<file path="config.mk">
export PLATFORM = sky130hd
export DESIGN_NAME = bbc_branch_bit_control
export DESIGN_NICKNAME = d
export VERILOG_FILES = /design/src/design/bbc_return_stack.v /design/src/design/bbc_branch_bit_control.v
export VERILOG_INCLUDE_DIRS = /design/src /design/src/design
export SDC_FILE = /design/constraint.sdc
export NUM_CORES = 1
export LEC_CHECK = 0
export BUFFER_PORTS_ARGS = -buffer_cell sky130_fd_sc_hd__buf_2
export CAP_MARGIN = 10
export CORE_MARGIN = 1
export CORE_UTILIZATION = 55
export CTS_CLUSTER_DIAMETER = 200
export DETAILED_ROUTE_END_ITERATION = 7
export GPL_TIMING_DRIVEN = 0
export HOLD_SLACK_MARGIN = 0.15
export PLACE_DENSITY = 0.82
export SLEW_MARGIN = 20
export SYNTH_ARGS = -nofsm -noshare
export SYNTH_HDL_FRONTEND = slang
export SYNTH_SLANG_ARGS = --single-unit
</file>
<file path="constraint.sdc">
create_clock -name i_clock -period 5.6 [get_ports i_clock]
set_input_delay 0.28 -clock i_clock [delete_from_list [all_inputs] [get_ports i_clock]]
set_output_delay 0.28 -clock i_clock [all_outputs]
set_load 0.03 [all_outputs]
</file>
<file path="src/design/bbc_map.vh">
`ifndef BBC_MAP_VH
`define BBC_MAP_VH

// Opcode classes, taken from opcode[2:0]
`define BBC_CLS_IFNZ     3'h0
`define BBC_CLS_JUMP     3'h1
`define BBC_CLS_IFNC     3'h2
`define BBC_CLS_BIT      3'h3
`define BBC_CLS_IFZ      3'h4
`define BBC_CLS_IFC      3'h6
// Field positions
`define BBC_SUB_BIT      3
`define BBC_POL_BIT      4
// Control opcodes
`define BBC_OP_IDLE      8'h05
`define BBC_OP_RET       8'h25
`define BBC_OP_INTRET    8'h45
`define BBC_OP_STOP      8'h65
`define BBC_OP_WAIT      8'h85
// Instruction lengths in bytes
`define BBC_LEN_SHORT    12'h001
`define BBC_LEN_BITOP    12'h002
`define BBC_LEN_BITTEST  12'h003
`define BBC_LEN_JUMP     12'h002
// Branch offset bias so that the reach is -15..+16 and -126..+129
`define BBC_BIAS_SHORT   12'h001
`define BBC_BIAS_LONG    12'h002
// Instruction cycle counts
`define BBC_CYC_SHORT    3'h2
`define BBC_CYC_BITOP    3'h4
`define BBC_CYC_BITTEST  3'h5
`define BBC_CYC_JUMP     3'h4
`define BBC_CYC_CTRL     3'h2
// Return stack
`define BBC_STACK_DEPTH  6
`define BBC_STACK_PTR_W  3
`define BBC_PC_RESET     12'h000

`endif

</file>
<file path="src/design/bbc_return_stack.v">
`timescale 1ns/1ps
`include "bbc_map.vh"

module bbc_return_stack (
   // Clock and reset
   input  wire        i_clock,
   input  wire        i_rst,
   // Stack operations
   input  wire        i_push,
   input  wire        i_pop,
   input  wire [11:0] i_push_addr,
   // Stack state
   output reg  [11:0] o_top,
   output wire        o_empty
);

   reg [11:0]                   slot [0:`BBC_STACK_DEPTH-1];
   reg [`BBC_STACK_PTR_W-1:0]   depth;
   integer                      k;

   assign o_empty = (depth == {`BBC_STACK_PTR_W{1'b0}});

   // Full stack drops the oldest return address, as a fixed-depth shift stack does
   always @(posedge i_clock) begin
      if (i_rst) begin
         depth <= {`BBC_STACK_PTR_W{1'b0}};
         o_top <= `BBC_PC_RESET;
         for (k = 0; k < `BBC_STACK_DEPTH; k = k + 1) begin
            slot[k] <= `BBC_PC_RESET;
         end
      end else if (i_push) begin
         slot[0] <= i_push_addr;
         for (k = 1; k < `BBC_STACK_DEPTH; k = k + 1) begin
            slot[k] <= slot[k-1];
         end
         o_top <= i_push_addr;
         if (depth != `BBC_STACK_DEPTH) begin
            depth <= depth + 3'h1;
         end
      end else if (i_pop) begin
         for (k = 0; k < `BBC_STACK_DEPTH - 1; k = k + 1) begin
            slot[k] <= slot[k+1];
         end
         o_top <= slot[1];
         if (!o_empty) begin
            depth <= depth - 3'h1;
         end
      end
   end

endmodule

</file>
<file path="src/design/bbc_branch_bit_control.v">
// Function
// - Short branches jump only when carry or zero condition holds.
// - Short branch: one byte, two cycles, 5-bit offset -15..+16, flags kept.
// - Bit-test branch: three bytes, five cycles, 8-bit offset -126..+129.
// - Bit-test branch copies tested bit into carry; zero unchanged.
// - Bit set/clear: two bytes, four cycles, one indexed bit, flags kept.
// - Bit operations reach any data-space byte by its address.
// - Jump and call: two bytes, four cycles, 12-bit target, flags kept.
// - Control instructions: one byte, two cycles; only interrupt return sets flags.
// - With watchdog option selected, stop executes as wait.
// - Bit-test opcode holds bit and polarity; then address, then offset.
`timescale 1ns/1ps
`include "bbc_map.vh"

module bbc_branch_bit_control (
   // Clock and reset
   input  wire        i_clock,
   input  wire        i_rst,
   // Instruction issue
   input  wire        i_start,
   input  wire [7:0]  i_opcode,
   input  wire [7:0]  i_byte2,
   input  wire [7:0]  i_byte3,
   input  wire [11:0] i_pc,
   input  wire        i_zero,
   input  wire        i_carry,
   input  wire        i_watchdog_opt,
   // Flags saved by the interrupt machinery
   input  wire        i_int_zero,
   input  wire        i_int_carry,
   // Data space access
   input  wire [7:0]  i_data_rd,
   output reg  [7:0]  o_data_addr,
   output reg         o_data_we,
   output reg  [7:0]  o_data_wr,
   // Completion
   output wire        o_busy,
   output reg         o_done,
   output reg  [11:0] o_next_pc,
   output reg         o_zero,
   output reg         o_carry,
   output reg         o_stop,
   output reg         o_wait,
   output reg         o_illegal
);

   function [2:0] bit_index;
      input [7:0] op;
      begin
         bit_index = {op[5], op[6], op[7]};
      end
   endfunction

   reg  [7:0]  op;
   reg  [7:0]  addr_byte;
   reg  [7:0]  disp_byte;
   reg  [11:0] pc;
   reg         zf;
   reg         cf;
   reg         wdg;
   reg  [2:0]  cnt;
   reg         run;
   reg  [7:0]  rd_byte;
   reg         next_push;
   reg         next_pop;
   reg  [11:0] next_pc;
   reg         next_z;
   reg         next_c;
   reg         next_we;
   reg  [7:0]  next_wr;
   reg         next_stop;
   reg         next_wait;
   reg         next_ill;
   reg  [2:0]  cycles;
   reg         tested;
   wire [11:0] ret_addr;

   wire [2:0]  cls = op[2:0];
   wire [11:0] short_off = {{7{op[7]}}, op[7:3]};
   wire [11:0] long_off = {{4{disp_byte[7]}}, disp_byte};
   wire        is_ctrl = (op == `BBC_OP_IDLE) || (op == `BBC_OP_RET) || (op == `BBC_OP_INTRET) ||
                         (op == `BBC_OP_STOP) || (op == `BBC_OP_WAIT);
   wire        ending = run && (cnt == 3'h1);

   assign o_busy = run;

   // Cycle count of the instruction about to start
   always @* begin
      case (i_opcode[2:0])
         `BBC_CLS_JUMP: cycles = `BBC_CYC_JUMP;
         `BBC_CLS_BIT:  cycles = i_opcode[`BBC_SUB_BIT] ? `BBC_CYC_BITOP
                                                        : `BBC_CYC_BITTEST;
         `BBC_CLS_IFNZ, `BBC_CLS_IFNC, `BBC_CLS_IFZ, `BBC_CLS_IFC:
                        cycles = `BBC_CYC_SHORT;
         default:       cycles = `BBC_CYC_CTRL;
      endcase
   end

   // Result of the latched instruction
   always @* begin
      tested    = rd_byte[bit_index(op)];
      next_pc   = pc + `BBC_LEN_SHORT;
      next_z    = zf;
      next_c    = cf;
      next_we   = 1'b0;
      next_wr   = rd_byte;
      next_push = 1'b0;
      next_pop  = 1'b0;
      next_stop = 1'b0;
      next_wait = 1'b0;
      next_ill  = 1'b0;
      case (cls)
         `BBC_CLS_IFNZ: if (!zf) next_pc = pc + short_off + `BBC_BIAS_SHORT;
         `BBC_CLS_IFNC: if (!cf) next_pc = pc + short_off + `BBC_BIAS_SHORT;
         `BBC_CLS_IFZ:  if (zf) next_pc = pc + short_off + `BBC_BIAS_SHORT;
         `BBC_CLS_IFC:  if (cf) next_pc = pc + short_off + `BBC_BIAS_SHORT;
         `BBC_CLS_JUMP: begin
            next_pc = {op[7:4], addr_byte};
            next_push = !op[`BBC_SUB_BIT];
         end
         `BBC_CLS_BIT: begin
            if (op[`BBC_SUB_BIT]) begin
               next_pc = pc + `BBC_LEN_BITOP;
               next_we = 1'b1;
               next_wr[bit_index(op)] = op[`BBC_POL_BIT];
            end else begin
               next_c = tested;
               if (tested == op[`BBC_POL_BIT]) begin
                  next_pc = pc + long_off + `BBC_BIAS_LONG;
               end else begin
                  next_pc = pc + `BBC_LEN_BITTEST;
               end
            end
         end
         default: begin
            case (op)
               `BBC_OP_IDLE: next_pc = pc + `BBC_LEN_SHORT;
               `BBC_OP_RET: begin
                  next_pc = ret_addr;
                  next_pop = 1'b1;
               end
               `BBC_OP_INTRET: begin
                  next_pc = ret_addr;
                  next_pop = 1'b1;
                  next_z = i_int_zero;
                  next_c = i_int_carry;
               end
               `BBC_OP_STOP: begin
                  next_stop = !wdg;
                  next_wait = wdg;
               end
               `BBC_OP_WAIT: next_wait = 1'b1;
               default: next_ill = !is_ctrl;
            endcase
         end
      endcase
   end

   always @(posedge i_clock) begin
      if (i_rst) begin
         run         <= 1'b0;
         cnt         <= 3'h0;
         op          <= `BBC_OP_IDLE;
         addr_byte   <= 8'h00;
         disp_byte   <= 8'h00;
         pc          <= `BBC_PC_RESET;
         zf          <= 1'b0;
         cf          <= 1'b0;
         wdg         <= 1'b0;
         rd_byte     <= 8'h00;
         o_data_addr <= 8'h00;
         o_data_we   <= 1'b0;
         o_data_wr   <= 8'h00;
         o_done      <= 1'b0;
         o_next_pc   <= `BBC_PC_RESET;
         o_zero      <= 1'b0;
         o_carry     <= 1'b0;
         o_stop      <= 1'b0;
         o_wait      <= 1'b0;
         o_illegal   <= 1'b0;
      end else begin
         o_done    <= 1'b0;
         o_data_we <= 1'b0;
         o_stop    <= 1'b0;
         o_wait    <= 1'b0;
         o_illegal <= 1'b0;
         if (!run && i_start) begin
            run         <= 1'b1;
            cnt         <= cycles;
            op          <= i_opcode;
            addr_byte   <= i_byte2;
            disp_byte   <= i_byte3;
            pc          <= i_pc;
            zf          <= i_zero;
            cf          <= i_carry;
            wdg         <= i_watchdog_opt;
            o_data_addr <= i_byte2;
         end else if (run) begin
            cnt <= cnt - 3'h1;
            // Read data is valid one cycle after the address is presented
            if (cnt == cycles_read(op)) begin
               rd_byte <= i_data_rd;
            end
            if (ending) begin
               run       <= 1'b0;
               o_done    <= 1'b1;
               o_next_pc <= next_pc;
               o_zero    <= next_z;
               o_carry   <= next_c;
               o_data_we <= next_we;
               o_data_wr <= next_wr;
               o_stop    <= next_stop;
               o_wait    <= next_wait;
               o_illegal <= next_ill;
            end
         end
      end
   end

   // Count value at which the operand byte is captured (second cycle of the op)
   function [2:0] cycles_read;
      input [7:0] o;
      begin
         cycles_read = o[`BBC_SUB_BIT] ? (`BBC_CYC_BITOP - 3'h1) : (`BBC_CYC_BITTEST - 3'h1);
      end
   endfunction

   bbc_return_stack u_stack (
      .i_clock     (i_clock),
      .i_rst       (i_rst),
      .i_push      (ending && next_push),
      .i_pop       (ending && next_pop),
      .i_push_addr (pc + `BBC_LEN_JUMP),
      .o_top       (ret_addr),
      .o_empty     ()
   );

endmodule

</file>
==> results_tabular.tex, run 1 <==
\begin{tabular}{lr}
\hline
Metric & Value \\
\hline
\multicolumn{2}{l}{\textbf{Status}} \\
\quad Run status & complete, no violations \\
\multicolumn{2}{l}{\textbf{Route}} \\
\quad Routed wire length & 27.68 mm \\
\quad Vias per cell & 6.149 \\
\quad Detail-routed net length per standard cell & 19.42 um \\
\quad Violation count after the first detailed-route iteration & 1067 \\
\quad Via total after detailed routing & 8763 \\
\quad First-pass DRT Iterations & 5 \\
\quad DRT antenna net count & 0 \\
\quad DRC errors left & 0 \\
\multicolumn{2}{l}{\textbf{Die}} \\
\quad Die Height & 130.4 um \\
\quad Standard-cell rows & 46 \\
\quad Number of ports placed on the die boundary & 88 \\
\quad Core box area & 0.01600 mm\^{}2 \\
\quad Starting Density & 56.65\% \\
\quad Die area & 0.01700 mm\^{}2 \\
\quad Die width & 130.4 um \\
\multicolumn{2}{l}{\textbf{Place}} \\
\quad Count of buffers from port buffering & 86 \\
\quad Detailed placer's ending HPWL & 19.16 mm \\
\quad Total cell area at the placement stage & 0.009792 mm\^{}2 \\
\quad Final RePlAce weighted congestion & 0.9467 \\
\multicolumn{2}{l}{\textbf{Cells and area}} \\
\quad Nets@finish & 1288 \\
\quad Fraction of layout cells with a size suffix above 1 & 13.48\% \\
\quad Finished Cell Area & 0.01084 mm\^{}2 \\
\quad Post-Route Utilization & 67.72\% \\
\quad Layout overhead on the synthesized area & 19.55\% \\
\quad Antenna fix cells & 0 \\
\multicolumn{2}{l}{\textbf{Power}} \\
\quad Leakage & 4.249 nW \\
\quad Pwr Total & 2.882 mW \\
\quad Sequential cell fraction of total power & 45.7\% \\
\quad Net Sw Frac & 27.89\% \\
\quad Power spent charging and discharging nets & 803.8 uW \\
\quad Power density over the cells & 266.0 mW/mm\^{}2 \\
\quad Peak supply drop & 0.2182 mV \\
\quad Comb pwr share & 14.1\% \\
\quad Cell internal pwr & 2.078 mW \\
\quad Proportion of power drawn by the clock network & 40.2\% \\
\multicolumn{2}{l}{\textbf{Clock network}} \\
\quad Largest buffer count on any clock path & 2 \\
\quad Count of clock tree sinks & 162 \\
\quad Hold bufs inserted after CTS & 47 \\
\quad H-tree depth reported by CTS & 4 \\
\quad Resized cells post-CTS & 0 \\
\quad Number of buffers added for setup after CTS & 0 \\
\quad Clock tree root driver cell & sky130\_fd\_sc\_hd\_\_clkbuf\_16 \\
\quad Clock buffer count from CTS & 17 \\
\quad Clock transition at the registers of the reported paths & 0.06 ns \\
\quad Clock tree from TritonCTS & yes \\
\quad Later-pin clock latency in the skew report & 0.44 ns \\
\multicolumn{2}{l}{\textbf{Setup path}} \\
\quad Required time reported for the critical path endpoint & 5.88 ns \\
\quad Cells along the critical path & inv\_1 > ha\_1 > inv\_1 > ha\_1 > fa\_1 > a211oi\_1 > nor2\_1 > or3\_1 > a221oi\_1 > xnor2\_1 > o31ai\_1 > a211oi\_1 \\
\quad Critical path capture point type & register \\
\quad Critical path fanouts, max & 10 \\
\quad Master of the slowest instance on the critical path & sky130\_fd\_sc\_hd\_\_dfxtp\_1 \\
\quad Crit path launch type & register \\
\quad Delay of the slowest critical-path stage & 0.61 ns \\
\quad Data arrival time of the critical path & 4.07 ns \\
\quad Critical setup path kind & register to register \\
\multicolumn{2}{l}{\textbf{Global routing}} \\
\quad First-pass GRT wire length & 43.53 mm \\
\quad Antenna violations before repair & 0 \\
\quad Pin count of the biggest net entering global routing & 32 \\
\quad Total grt overflow & 0 \\
\quad Via count of the first global-routing pass & 8386 \\
\quad Total global-route track usage & 34.00\% \\
\multicolumn{2}{l}{\textbf{STA}} \\
\quad Relative max-transition margin & 19.28\% \\
\quad Final critical path time including I/O delays and setup & 3.783 ns \\
\quad Transition time at the pin with the least slew margin & 1.200 ns \\
\quad Final hold violation count & 0 \\
\quad Setup clock skew after layout & 0.008030 ns \\
\quad Timing-limited maximum frequency & 0.2644 GHz \\
\quad Hold Worst Slack & 0.2064 ns \\
\quad Final setup vio count & 0 \\
\quad Setup repair after global routing missed its margin & false \\
\quad Setup TNS & 0 ns \\
\quad Max-slew violation count & 0 \\
\quad Period utilization & 67.55\% \\
\multicolumn{2}{l}{\textbf{Synthesis}} \\
\quad Main synth FF type & sky130\_fd\_sc\_hd\_\_dfxtp\_1 \\
\quad Adder-cell area share of the yosys netlist & 5.687\% \\
\quad Number of enable flip-flop cells after synthesis & 72 \\
\quad Syn\_nets & 1135 \\
\quad Cell variety after synth & 65 \\
\quad Post-Syn Instances & 1043 \\
\quad Synth Cell Area & 0.009064 mm\^{}2 \\
\quad Sequential fraction of the synthesis area & 43.73\% \\
\quad Synth Register Bits & 162 \\
\quad Combinational family with the most area after synthesis & simple AND/OR/NAND/NOR gates \\
\quad Ys Warns & 0 \\
\quad Portion of netlist area occupied by mux cells & 3.134\% \\
\quad FFs w/ async S/R, synth & 0\% \\
\quad Simple-gate share of the synthesized area & 21.30\% \\
\quad Synthesized-area fraction occupied by xor and xnor cells & 4.638\% \\
\quad Post-Syn Area per Cell & 8.690 um\^{}2 \\
\quad Complex-gate fraction of the synthesized area & 17.16\% \\
\multicolumn{2}{l}{\textbf{Run}} \\
\quad Max-Cap Viols & 0 \\
\multicolumn{2}{l}{\textbf{Min path}} \\
\quad Hold Path Class & input port to register \\
\hline
\end{tabular}
## kinds of logic after synthesis
kind of cell             Yosys count
AO/OA/AOI/OAI                    241
XOR/XNOR                          48
adder cells (fa/ha/maj)           40
buffers and inverters             90
flip-flops                       162
multiplexers                      28
AND/OR/NAND/NOR                  434
## final cells by class
| type | count | area [um^2] |
|---|---|---|
| Buffer | 73 | 330.3 |
| Sequential cell | 162 | 3964 |
| Tap cell | 216 | 270.3 |
| Multi-Input combinational cell | 791 | 4713 |
| Clock buffer | 20 | 467.9 |
| Clock inverter | 12 | 105.1 |
| Inverter | 17 | 63.81 |
| Fill cell | 1251 | 5165 |
| Timing Repair Buffer | 134 | 920.9 |
## cells in the mapped netlist (4+ instances only)
cell / number / area, um^2
sky130_fd_sc_hd__nand2_1: 220 / 825.8
sky130_fd_sc_hd__a21oi_1: 106 / 530.5
sky130_fd_sc_hd__dfxtp_1: 90 / 1802
sky130_fd_sc_hd__nor2_1: 90 / 337.8
sky130_fd_sc_hd__edfxtp_1: 72 / 2162
sky130_fd_sc_hd__clkbuf_1: 57 / 214.0
sky130_fd_sc_hd__ha_1: 38 / 475.5
sky130_fd_sc_hd__xnor2_1: 27 / 236.5
sky130_fd_sc_hd__mux2i_1: 25 / 250.2
sky130_fd_sc_hd__nor3_1: 25 / 125.1
sky130_fd_sc_hd__a211oi_1: 24 / 180.2
sky130_fd_sc_hd__o21ai_0: 21 / 105.1
sky130_fd_sc_hd__xor2_1: 21 / 183.9
sky130_fd_sc_hd__nand3_1: 17 / 85.08
sky130_fd_sc_hd__and2_1: 15 / 93.84
sky130_fd_sc_hd__inv_1: 15 / 56.30
sky130_fd_sc_hd__a21oi_2: 10 / 87.58
sky130_fd_sc_hd__a311oi_1: 10 / 87.58
sky130_fd_sc_hd__nand2_2: 10 / 62.56
sky130_fd_sc_hd__a221oi_1: 9 / 78.83
sky130_fd_sc_hd__nor2b_1: 9 / 56.30
sky130_fd_sc_hd__o221ai_1: 9 / 78.83
sky130_fd_sc_hd__nand2b_1: 8 / 50.05
sky130_fd_sc_hd__and3_1: 7 / 43.79
sky130_fd_sc_hd__nand4_1: 7 / 43.79
sky130_fd_sc_hd__nor4_1: 7 / 43.79
sky130_fd_sc_hd__a21o_1: 6 / 45.04
sky130_fd_sc_hd__buf_6: 6 / 67.56
sky130_fd_sc_hd__o211ai_1: 6 / 45.04
sky130_fd_sc_hd__o21ai_1: 6 / 30.03
sky130_fd_sc_hd__buf_2: 5 / 25.02
sky130_fd_sc_hd__nand3b_1: 5 / 37.54
sky130_fd_sc_hd__o21a_1: 4 / 30.03
sky130_fd_sc_hd__or2_2: 4 / 25.02
## flip-flops by register name (all words and copies together), names as in the netlist, 3 cells and up
| name | flops |
|---|---|
| u_stack.slot | 72 |
| o_next_pc | 12 |
| pc | 12 |
| u_stack.o_top | 12 |
| addr_byte | 8 |
| disp_byte | 8 |
| o_data_wr | 8 |
| op | 8 |
| rd_byte | 8 |
| cnt | 3 |
## metal layers
layer / wire, um / global-route usage (%) / vias to the layer above
li1: - / - / 3994
met1: 11450 / 45.41 / 4124
met2: 12230 / 52.38 / 530
met3: 2786 / 7.370 / 115
met4: 1217 / 16.84 / 0
met5: 0 / 0 / -
## cell usage in the layout, fill, tap and decap left out, drive strengths merged, types with 8 or more instances in the layout
master,synthesis,final
a211oi,24,24
a21oi,117,117
a221oi,9,9
a311oi,10,10
and2,16,16
buf,15,102
clkbuf,58,78
dfxtp,90,90
dlygate4sd3,0,47
edfxtp,72,72
ha,38,38
inv,16,23
mux2i,25,25
nand2,230,230
nand2b,8,8
nand3,18,18
nor2,90,90
nor2b,9,9
nor3,26,26
o21ai,27,27
o221ai,9,9
xnor2,27,27
xor2,21,21
## metrics by stage
step | setup WS (ns) | cells
2_1_floorplan | 2.126 | 1043
3_3_place_gp | 1.356 | 1345
3_5_place_dp | 1.992 | 1346
4_1_cts | 1.916 | 1425
5_1_grt | 1.612 | 1425
6_report | 1.817 | 1425
## worst paths after layout
check	start	endpoint	slack [ns]	cells past startpoint
worst max-delay path	pc[1]	o_next_pc[11]	1.82	12
worst min-delay path	i_start	o_busy	0.21	3
worst max register to register	pc[1]	o_next_pc[11]	1.82	12
worst min register to register	o_next_pc[6]	o_next_pc[6]	0.45	1
## power groups by stage
stage	clock network [mW]	registers, mW	logic, mW
floorplan	0	1.35	0.234
global placement	0	1.34	0.355
detailed placement	0	1.34	0.363
CTS	1.15	1.32	0.391
global route	1.20	1.32	0.437
finish	1.16	1.32	0.406
## worst max-delay path, delay by kind of cell (launching register included)
| family | cells | cell delay (ns) |
|---|---|---|
| simple gates | 2 | 0.49 |
| fa+ha+maj | 3 | 0.97 |
| flops | 1 | 0.61 |
| buf+inv | 2 | 0.26 |
| xor+xnor | 1 | 0.16 |
| compound gates | 4 | 1.15 |
Note: power is estimated with default switching activity, not from simulation.
==> run 2: changes to the inputs <==
--- a/config.mk
+++ b/config.mk
@@ -9,12 +9,12 @@
 export BUFFER_PORTS_ARGS = -buffer_cell sky130_fd_sc_hd__buf_2
 export CAP_MARGIN = 10
 export CORE_MARGIN = 1
-export CORE_UTILIZATION = 55
+export CORE_UTILIZATION = 54
 export CTS_CLUSTER_DIAMETER = 200
 export DETAILED_ROUTE_END_ITERATION = 7
 export GPL_TIMING_DRIVEN = 0
 export HOLD_SLACK_MARGIN = 0.15
-export PLACE_DENSITY = 0.82
+export PLACE_DENSITY = 0.84
 export SLEW_MARGIN = 20
 export SYNTH_ARGS = -nofsm -noshare
 export SYNTH_HDL_FRONTEND = slang
==> constraint.sdc (replaced) <==
create_clock -name i_clock -period 3.15 [get_ports i_clock]
set_input_delay 0.1575 -clock i_clock [delete_from_list [all_inputs] [get_ports i_clock]]
set_output_delay 0.1575 -clock i_clock [all_outputs]
set_load 0.03 [all_outputs]
==> run 2 against run 1 <==
First-iteration DRC count is 21% higher. Critical path depth stayed put. Die area is 1.8% higher. Clock-buffer cell count stayed put. Utilization is 0.81 points higher. Final area is 1.9% higher. Via count is 2.6% higher. Worst setup slack worse by 1.8 ns. Non-clock buffer count is 8 higher. Critical endpoint unchanged.
==> results_tabular.tex, run 2 (same netlist as run 1, synthesis figures left out) <==
\begin{tabular}{lr}
\hline
Metric & Value \\
\hline
\multicolumn{2}{l}{\textbf{Cells and area}} \\
\quad Number of fill cells in the layout & 1199 \\
\quad Most flops, register & u\_stack.slot \\
\quad Leading cell type in the layout, fill and taps excluded & sky130\_fd\_sc\_hd\_\_nand2\_1 \\
\quad Nets@finish & 1296 \\
\quad Fraction of layout cells with a size suffix above 1 & 15.94\% \\
\quad Highest-count cells in the layout ignoring fill and taps & sky130\_fd\_sc\_hd\_\_nand2\_1 (219), sky130\_fd\_sc\_hd\_\_a21oi\_1 (106), sky130\_fd\_sc\_hd\_\_buf\_2 (91), sky130\_fd\_sc\_hd\_\_nor2\_1 (89), sky130\_fd\_sc\_hd\_\_dfxtp\_1 (88) \\
\quad Combined flip-flop and latch cell area & 0.003969 mm\^{}2 \\
\quad Flip-flop count of the largest register, all copies and words added & 72 \\
\quad Final instance count without filler cells & 1434 \\
\quad Multi-input gate area in the final layout & 0.004828 mm\^{}2 \\
\quad Layout overhead on the synthesized area & 21.84\% \\
\multicolumn{2}{l}{\textbf{Min path}} \\
\quad Hold Path Class & input port to register \\
\multicolumn{2}{l}{\textbf{Run}} \\
\quad Max-Cap Viols & 0 \\
\multicolumn{2}{l}{\textbf{Power}} \\
\quad Leakage & 4.318 nW \\
\quad Peak supply drop & 0.4014 mV \\
\quad Power spent charging and discharging nets & 1.461 mW \\
\quad Net Sw Frac & 28.18\% \\
\quad Sequential cell fraction of total power & 45.2\% \\
\quad Power density over the cells & 469.4 mW/mm\^{}2 \\
\quad Cell internal pwr & 3.723 mW \\
\quad Comb pwr share & 14.6\% \\
\quad Pwr Total & 5.184 mW \\
\quad Proportion of power drawn by the clock network & 40.2\% \\
\multicolumn{2}{l}{\textbf{Die}} \\
\quad Die Height & 131.6 um \\
\quad Die area & 0.01731 mm\^{}2 \\
\quad Die width & 131.6 um \\
\quad Number of ports placed on the die boundary & 88 \\
\quad Starting Density & 56.24\% \\
\quad Standard-cell rows & 46 \\
\quad Core box area & 0.01612 mm\^{}2 \\
\multicolumn{2}{l}{\textbf{Global routing}} \\
\quad Total grt overflow & 0 \\
\quad Antenna violations before repair & 1 \\
\quad Total global-route track usage & 33.49\% \\
\quad Via count of the first global-routing pass & 8772 \\
\quad First-pass GRT wire length & 45.40 mm \\
\quad Pin count of the biggest net entering global routing & 61 \\
\multicolumn{2}{l}{\textbf{Place}} \\
\quad Post-placement cell count & 1345 \\
\quad Final RePlAce weighted congestion & 0.9618 \\
\quad Detailed placer's ending HPWL & 19.16 mm \\
\quad Count of buffers from port buffering & 86 \\
\quad Worst slack at placement & -0.4976 ns \\
\multicolumn{2}{l}{\textbf{Status}} \\
\quad Run status & complete, no violations \\
\multicolumn{2}{l}{\textbf{STA}} \\
\quad Period utilization & 98.22\% \\
\quad Final hold violation count & 0 \\
\quad Max-slew violation count & 0 \\
\quad Setup clock skew after layout & 0.006759 ns \\
\quad Hold Worst Slack & 0.2465 ns \\
\quad Timing-limited maximum frequency & 0.3232 GHz \\
\quad Setup TNS & 0 ns \\
\quad Final critical path time including I/O delays and setup & 3.094 ns \\
\quad Transition time at the pin with the least slew margin & 0.9142 ns \\
\quad Setup WS post-layout & 0.05615 ns \\
\quad Setup repair after global routing missed its margin & true \\
\quad Relative max-transition margin & 39.05\% \\
\quad Final setup vio count & 0 \\
\multicolumn{2}{l}{\textbf{Setup path}} \\
\quad Delay of the slowest critical-path stage & 0.43 ns \\
\quad Required time reported for the critical path endpoint & 3.48 ns \\
\quad Data arrival time of the critical path & 3.43 ns \\
\quad Crit path launch type & register \\
\quad Critical setup path kind & register to register \\
\quad Critical Path Most Common Cell & sky130\_fd\_sc\_hd\_\_ha\_4 \\
\quad Critical path fanouts, max & 3 \\
\quad Master of the slowest instance on the critical path & sky130\_fd\_sc\_hd\_\_fa\_2 \\
\quad Cells along the critical path & inv\_6 > ha\_4 > inv\_2 > ha\_4 > fa\_2 > a211oi\_4 > nor2\_2 > or3\_4 > a221oi\_2 > xnor2\_1 > o31ai\_1 > a211oi\_1 \\
\quad Critical path capture point type & register \\
\multicolumn{2}{l}{\textbf{Route}} \\
\quad Via total after detailed routing & 8995 \\
\quad Vias per cell & 6.273 \\
\quad First-pass DRT Iterations & 7 \\
\quad DRT antenna net count & 0 \\
\quad Detail-routed net length per standard cell & 20.26 um \\
\quad Routed wire length & 29.06 mm \\
\quad DRC errors left & 0 \\
\quad Violation count after the first detailed-route iteration & 1293 \\
\multicolumn{2}{l}{\textbf{Clock network}} \\
\quad Clock buffer count from CTS & 17 \\
\quad H-tree depth reported by CTS & 4 \\
\quad Clock tree root driver cell & sky130\_fd\_sc\_hd\_\_clkbuf\_16 \\
\quad Clock transition at the registers of the reported paths & 0.07 ns \\
\quad Clock tree from TritonCTS & yes \\
\quad Count of clock tree sinks & 162 \\
\quad Later-pin clock latency in the skew report & 0.43 ns \\
\quad Largest buffer count on any clock path & 2 \\
\hline
\end{tabular}
==> run 2: cell types whose count changed in the layout (fill, tap and decap cells not counted), sizes merged <==
cell / change
inv: -2
buf: +6
dlygate4sd3: +2
diode: +1
clkinv: +2
==> run 2: worst paths after layout <==
path,depth (start not counted),slack [ns],startpoint,end
hold / removal,5,0.25,i_int_carry,o_carry
setup / recovery,12,0.06,pc[1],o_next_pc[11]
setup reg to reg,12,0.06,pc[1],o_next_pc[11]
hold reg to reg,1,0.46,o_next_pc[6],o_next_pc[6]
==> run 2: what timing repair did <==
action,in CTS,in global routing
gates resized for setup,9,25
hold buffers,49,0
setup buffers,1,6
pin swaps,1,8
endpoints found under the hold margin,51,0
setup endpoints to repair,17,99
==> run 2: per-layer routing <==
metal	share of wire [%]	routed length, um	vias up	track usage, %
met5	0	0	-	0
met4	4.6	1325	0	17.38
met3	10	2942	153	6.597
met2	45	13210	629	52.44
met1	40	11580	4205	43.82
li1	-	-	4008	-
==> run 2: area by class of cell <==
| cell class | instances | share of cell area (%) |
|---|---|---|
| Antenna cell | 1 | 0.02266 |
| Buffer | 73 | 3.070 |
| Clock buffer | 20 | 4.237 |
| Clock inverter | 12 | 1.110 |
| Inverter | 17 | 0.6345 |
| Multi-Input combinational cell | 791 | 43.72 |
| Sequential cell | 162 | 35.94 |
| Tap cell | 216 | 2.447 |
| Timing Repair Buffer | 142 | 8.815 |
==> run 2: per-stage QoR <==
stage                     area (um^2)  utilization [%]
after detailed placement         9772            60.64
final                           11040            68.52
after floorplan                  9066                -
after CTS                       10890            67.56
after global placement           9767            60.61
after global routing            11040            68.52
==> run 2: power by group through the flow <==
| stage | Sequential [mW] | Combinational [mW] | Clock [mW] |
|---|---|---|---|
| 3_3_place_gp | 2.38 | 0.629 | 0 |
| 6_report | 2.34 | 0.756 | 2.08 |
| 5_1_grt | 2.35 | 0.811 | 2.15 |
| 3_5_place_dp | 2.39 | 0.643 | 0 |
| 4_1_cts | 2.34 | 0.698 | 2.07 |
| 2_1_floorplan | 2.40 | 0.416 | 0 |
==> run 2: critical path, delay by kind of cell (launching register included) <==
| kind | cells | cell delay, ns |
|---|---|---|
| buffers and inverters | 2 | 0.08 |
| AND/OR/NAND/NOR | 2 | 0.48 |
| AO/OA/AOI/OAI | 4 | 0.99 |
| XOR/XNOR | 1 | 0.20 |
| flip-flops | 1 | 0.39 |
| adder cells (fa/ha/maj) | 3 | 0.85 |
==> run 3: changes to the inputs <==
--- a/config.mk
+++ b/config.mk
@@ -8,11 +8,11 @@
 export LEC_CHECK = 0
 export BUFFER_PORTS_ARGS = -buffer_cell sky130_fd_sc_hd__buf_2
 export CAP_MARGIN = 10
+export CORE_ASPECT_RATIO = 1.2
 export CORE_MARGIN = 1
 export CORE_UTILIZATION = 54
 export CTS_CLUSTER_DIAMETER = 200
 export DETAILED_ROUTE_END_ITERATION = 7
-export GPL_TIMING_DRIVEN = 0
 export HOLD_SLACK_MARGIN = 0.15
 export PLACE_DENSITY = 0.84
 export SLEW_MARGIN = 20
==> constraint.sdc (replaced) <==
create_clock -name i_clock -period 2.6 [get_ports i_clock]
set_input_delay 0.13 -clock i_clock [delete_from_list [all_inputs] [get_ports i_clock]]
set_output_delay 0.13 -clock i_clock [all_outputs]
set_load 0.03 [all_outputs]
==> run 3 against run 2 <==
Sequential share of layout area shrank 1.1 points. Via count down 4.1%. The run now ends with negative setup slack left. Worst hold slack worse by 0.057 ns. Largest power group unchanged.
==> results_tabular.tex, run 3 (same netlist as run 1, synthesis figures left out) <==
\begin{tabular}{lr}
\hline
Metric & Value \\
\hline
\multicolumn{2}{l}{\textbf{Die}} \\
\quad Die Height & 143.9 um \\
\quad Core box area & 0.01634 mm\^{}2 \\
\quad Number of ports placed on the die boundary & 88 \\
\quad Starting Density & 55.48\% \\
\quad Die width & 120.3 um \\
\quad Standard-cell rows & 51 \\
\quad Die area & 0.01731 mm\^{}2 \\
\multicolumn{2}{l}{\textbf{Route}} \\
\quad First-pass DRT Iterations & 5 \\
\quad DRC errors left & 0 \\
\quad Detail-routed net length per standard cell & 19.12 um \\
\quad Via total after detailed routing & 8622 \\
\quad Routed wire length & 27.38 mm \\
\quad Violation count after the first detailed-route iteration & 995 \\
\quad Vias per cell & 6.021 \\
\quad DRT antenna net count & 0 \\
\multicolumn{2}{l}{\textbf{STA}} \\
\quad Setup clock skew after layout & 0.01343 ns \\
\quad Setup WS post-layout & -0.1695 ns \\
\quad Final hold violation count & 0 \\
\quad Period utilization & 106.5\% \\
\quad Transition time at the pin with the least slew margin & 0.6113 ns \\
\quad Final setup vio count & 3 \\
\quad Timing-limited maximum frequency & 0.3611 GHz \\
\quad Relative max-transition margin & 59.09\% \\
\quad Final critical path time including I/O delays and setup & 2.770 ns \\
\quad Setup repair after global routing missed its margin & true \\
\quad Max-slew violation count & 0 \\
\multicolumn{2}{l}{\textbf{Global routing}} \\
\quad Total grt overflow & 0 \\
\quad Via count of the first global-routing pass & 8382 \\
\quad Total global-route track usage & 31.54\% \\
\quad Pin count of the biggest net entering global routing & 60 \\
\quad Antenna violations before repair & 0 \\
\quad First-pass GRT wire length & 42.37 mm \\
\multicolumn{2}{l}{\textbf{Setup path}} \\
\quad Critical path capture point type & register \\
\quad Crit path launch type & register \\
\quad Critical path fanouts, max & 2 \\
\quad Cells along the critical path & inv\_4 > ha\_4 > inv\_2 > ha\_4 > fa\_2 > a211oi\_4 > nor2\_2 > or3\_4 > a221oi\_2 > xnor2\_1 > o31ai\_1 > a211oi\_1 \\
\quad Delay-heaviest family, CP & compound AO/OA/AOI/OAI gates \\
\quad Master of the slowest instance on the critical path & sky130\_fd\_sc\_hd\_\_dfxtp\_4 \\
\quad Data arrival time of the critical path & 3.07 ns \\
\quad Buffer and inverter count on the worst path & 2 \\
\quad Critical setup path kind & register to register \\
\quad Critical Path Most Common Cell & sky130\_fd\_sc\_hd\_\_ha\_4 \\
\quad Delay of the slowest critical-path stage & 0.37 ns \\
\quad Required time reported for the critical path endpoint & 2.90 ns \\
\multicolumn{2}{l}{\textbf{Clock network}} \\
\quad Clock tree root driver cell & sky130\_fd\_sc\_hd\_\_clkbuf\_16 \\
\quad Largest buffer count on any clock path & 2 \\
\quad Clock transition at the registers of the reported paths & 0.07 ns \\
\quad Count of clock tree sinks & 162 \\
\quad H-tree depth reported by CTS & 4 \\
\quad Later-pin clock latency in the skew report & 0.44 ns \\
\quad Clock tree from TritonCTS & yes \\
\quad Clock buffer count from CTS & 17 \\
\multicolumn{2}{l}{\textbf{Cells and area}} \\
\quad Leading cell type in the layout, fill and taps excluded & sky130\_fd\_sc\_hd\_\_nand2\_1 \\
\quad Highest-count cells in the layout ignoring fill and taps & sky130\_fd\_sc\_hd\_\_nand2\_1 (219), sky130\_fd\_sc\_hd\_\_a21oi\_1 (104), sky130\_fd\_sc\_hd\_\_nor2\_1 (89), sky130\_fd\_sc\_hd\_\_buf\_2 (87), sky130\_fd\_sc\_hd\_\_dfxtp\_1 (84) \\
\quad Most flops, register & u\_stack.slot \\
\quad Layout overhead on the synthesized area & 25.87\% \\
\quad Antenna fix cells & 0 \\
\quad Flip-flop count of the largest register, all copies and words added & 72 \\
\quad Nets@finish & 1299 \\
\quad Fraction of layout cells with a size suffix above 1 & 21.39\% \\
\multicolumn{2}{l}{\textbf{Place}} \\
\quad Worst slack at placement & -0.2514 ns \\
\quad Detailed placer's ending HPWL & 17.61 mm \\
\quad Final RePlAce weighted congestion & 0.9914 \\
\quad Count of buffers from port buffering & 87 \\
\multicolumn{2}{l}{\textbf{Status}} \\
\quad Violated checks & negative setup slack \\
\quad Run status & finished, violations left \\
\multicolumn{2}{l}{\textbf{Power}} \\
\quad Pwr Total & 6.450 mW \\
\quad Peak supply drop & 0.4779 mV \\
\quad Leakage & 4.607 nW \\
\quad Power density over the cells & 565.4 mW/mm\^{}2 \\
\multicolumn{2}{l}{\textbf{Run}} \\
\quad Max-Cap Viols & 0 \\
\multicolumn{2}{l}{\textbf{Min path}} \\
\quad Hold Path Class & input port to register \\
\hline
\end{tabular}
==> run 3: cell types whose count changed in the layout (fill, tap and decap cells not counted), moves of 3 or more <==
cell / previous run / this run
sky130_fd_sc_hd__buf_1: 3 / 0
sky130_fd_sc_hd__buf_12: 0 / 7
sky130_fd_sc_hd__buf_2: 91 / 87
sky130_fd_sc_hd__buf_4: 8 / 74
sky130_fd_sc_hd__buf_6: 6 / 0
sky130_fd_sc_hd__clkbuf_1: 55 / 1
sky130_fd_sc_hd__dfxtp_1: 88 / 84
sky130_fd_sc_hd__dfxtp_2: 1 / 5
==> run 3: what timing repair did <==
| action | 4_1_cts | 5_1_grt |
|---|---|---|
| gates cloned | 0 | 1 |
| hold endpoints to repair | 55 | 0 |
| buffers inserted | 1 | 2 |
| hold buffers | 49 | 0 |
| pin swaps | 11 | 13 |
| gates resized for setup | 4 | 12 |
| endpoints found under the setup margin | 3 | 61 |
==> run 3: worst paths after layout <==
kind           startpoint            end  slack (ns)  depth (start not counted)
min reg2reg  o_next_pc[6]   o_next_pc[6]        0.45                          1
max reg2reg         pc[1]  o_next_pc[11]       -0.17                         12
max                 pc[1]  o_next_pc[11]       -0.17                         12
min            i_int_zero         o_zero        0.19                          3
==> run 3: layout make-up <==
cell class / instances / area (um^2)
Timing Repair Buffer: 218 / 1647
Fill cell: 1137 / 4927
Tap cell: 212 / 265.3
Inverter: 17 / 66.31
Multi-Input combinational cell: 791 / 4842
Clock inverter: 10 / 118.9
Sequential cell: 162 / 3974
Clock buffer: 22 / 495.5
==> run 3: report_power, final <==
group / switching [mW] / total [mW] / internal [mW]
registers: 0.0867 / 2.84 / 2.76
clock network: 1.09 / 2.65 / 1.56
logic: 0.565 / 0.961 / 0.396
total: 1.74 / 6.45 / 4.71
==> run 3: layer usage <==
layer / wire, um / GRT usage (%) / up-vias
li1: - / - / 3998
met1: 10480 / 36.98 / 4082
met2: 13800 / 53.81 / 438
met3: 1798 / 6.706 / 104
met4: 1303 / 17.28 / 0
met5: 0 / 0 / -
==> run 3: metrics by stage <==
| step | std cells | utilization, % | setup TNS [ns] | instance area, um^2 | hold slack, ns |
|---|---|---|---|---|---|
| after floorplan | 1043 | - | -0.6124 | 9138 | 0.2543 |
| after global placement | 1347 | 62.37 | -0.1822 | 10190 | 0.3593 |
| after detailed placement | 1347 | 62.37 | -0.3846 | 10190 | 0.3689 |
| after CTS | 1429 | 69.26 | -0.1757 | 11310 | 0.1538 |
| after global routing | 1432 | 69.84 | -0.6861 | 11410 | 0.2198 |
| final | 1432 | 69.84 | -0.2990 | 11410 | 0.1898 |
==> run 3: tightest hold or removal path: cells and delay by family <==
family	cells	cell delay, ns
mux	1	0.21
buf+inv	1	0.11
compound gates	1	0.11
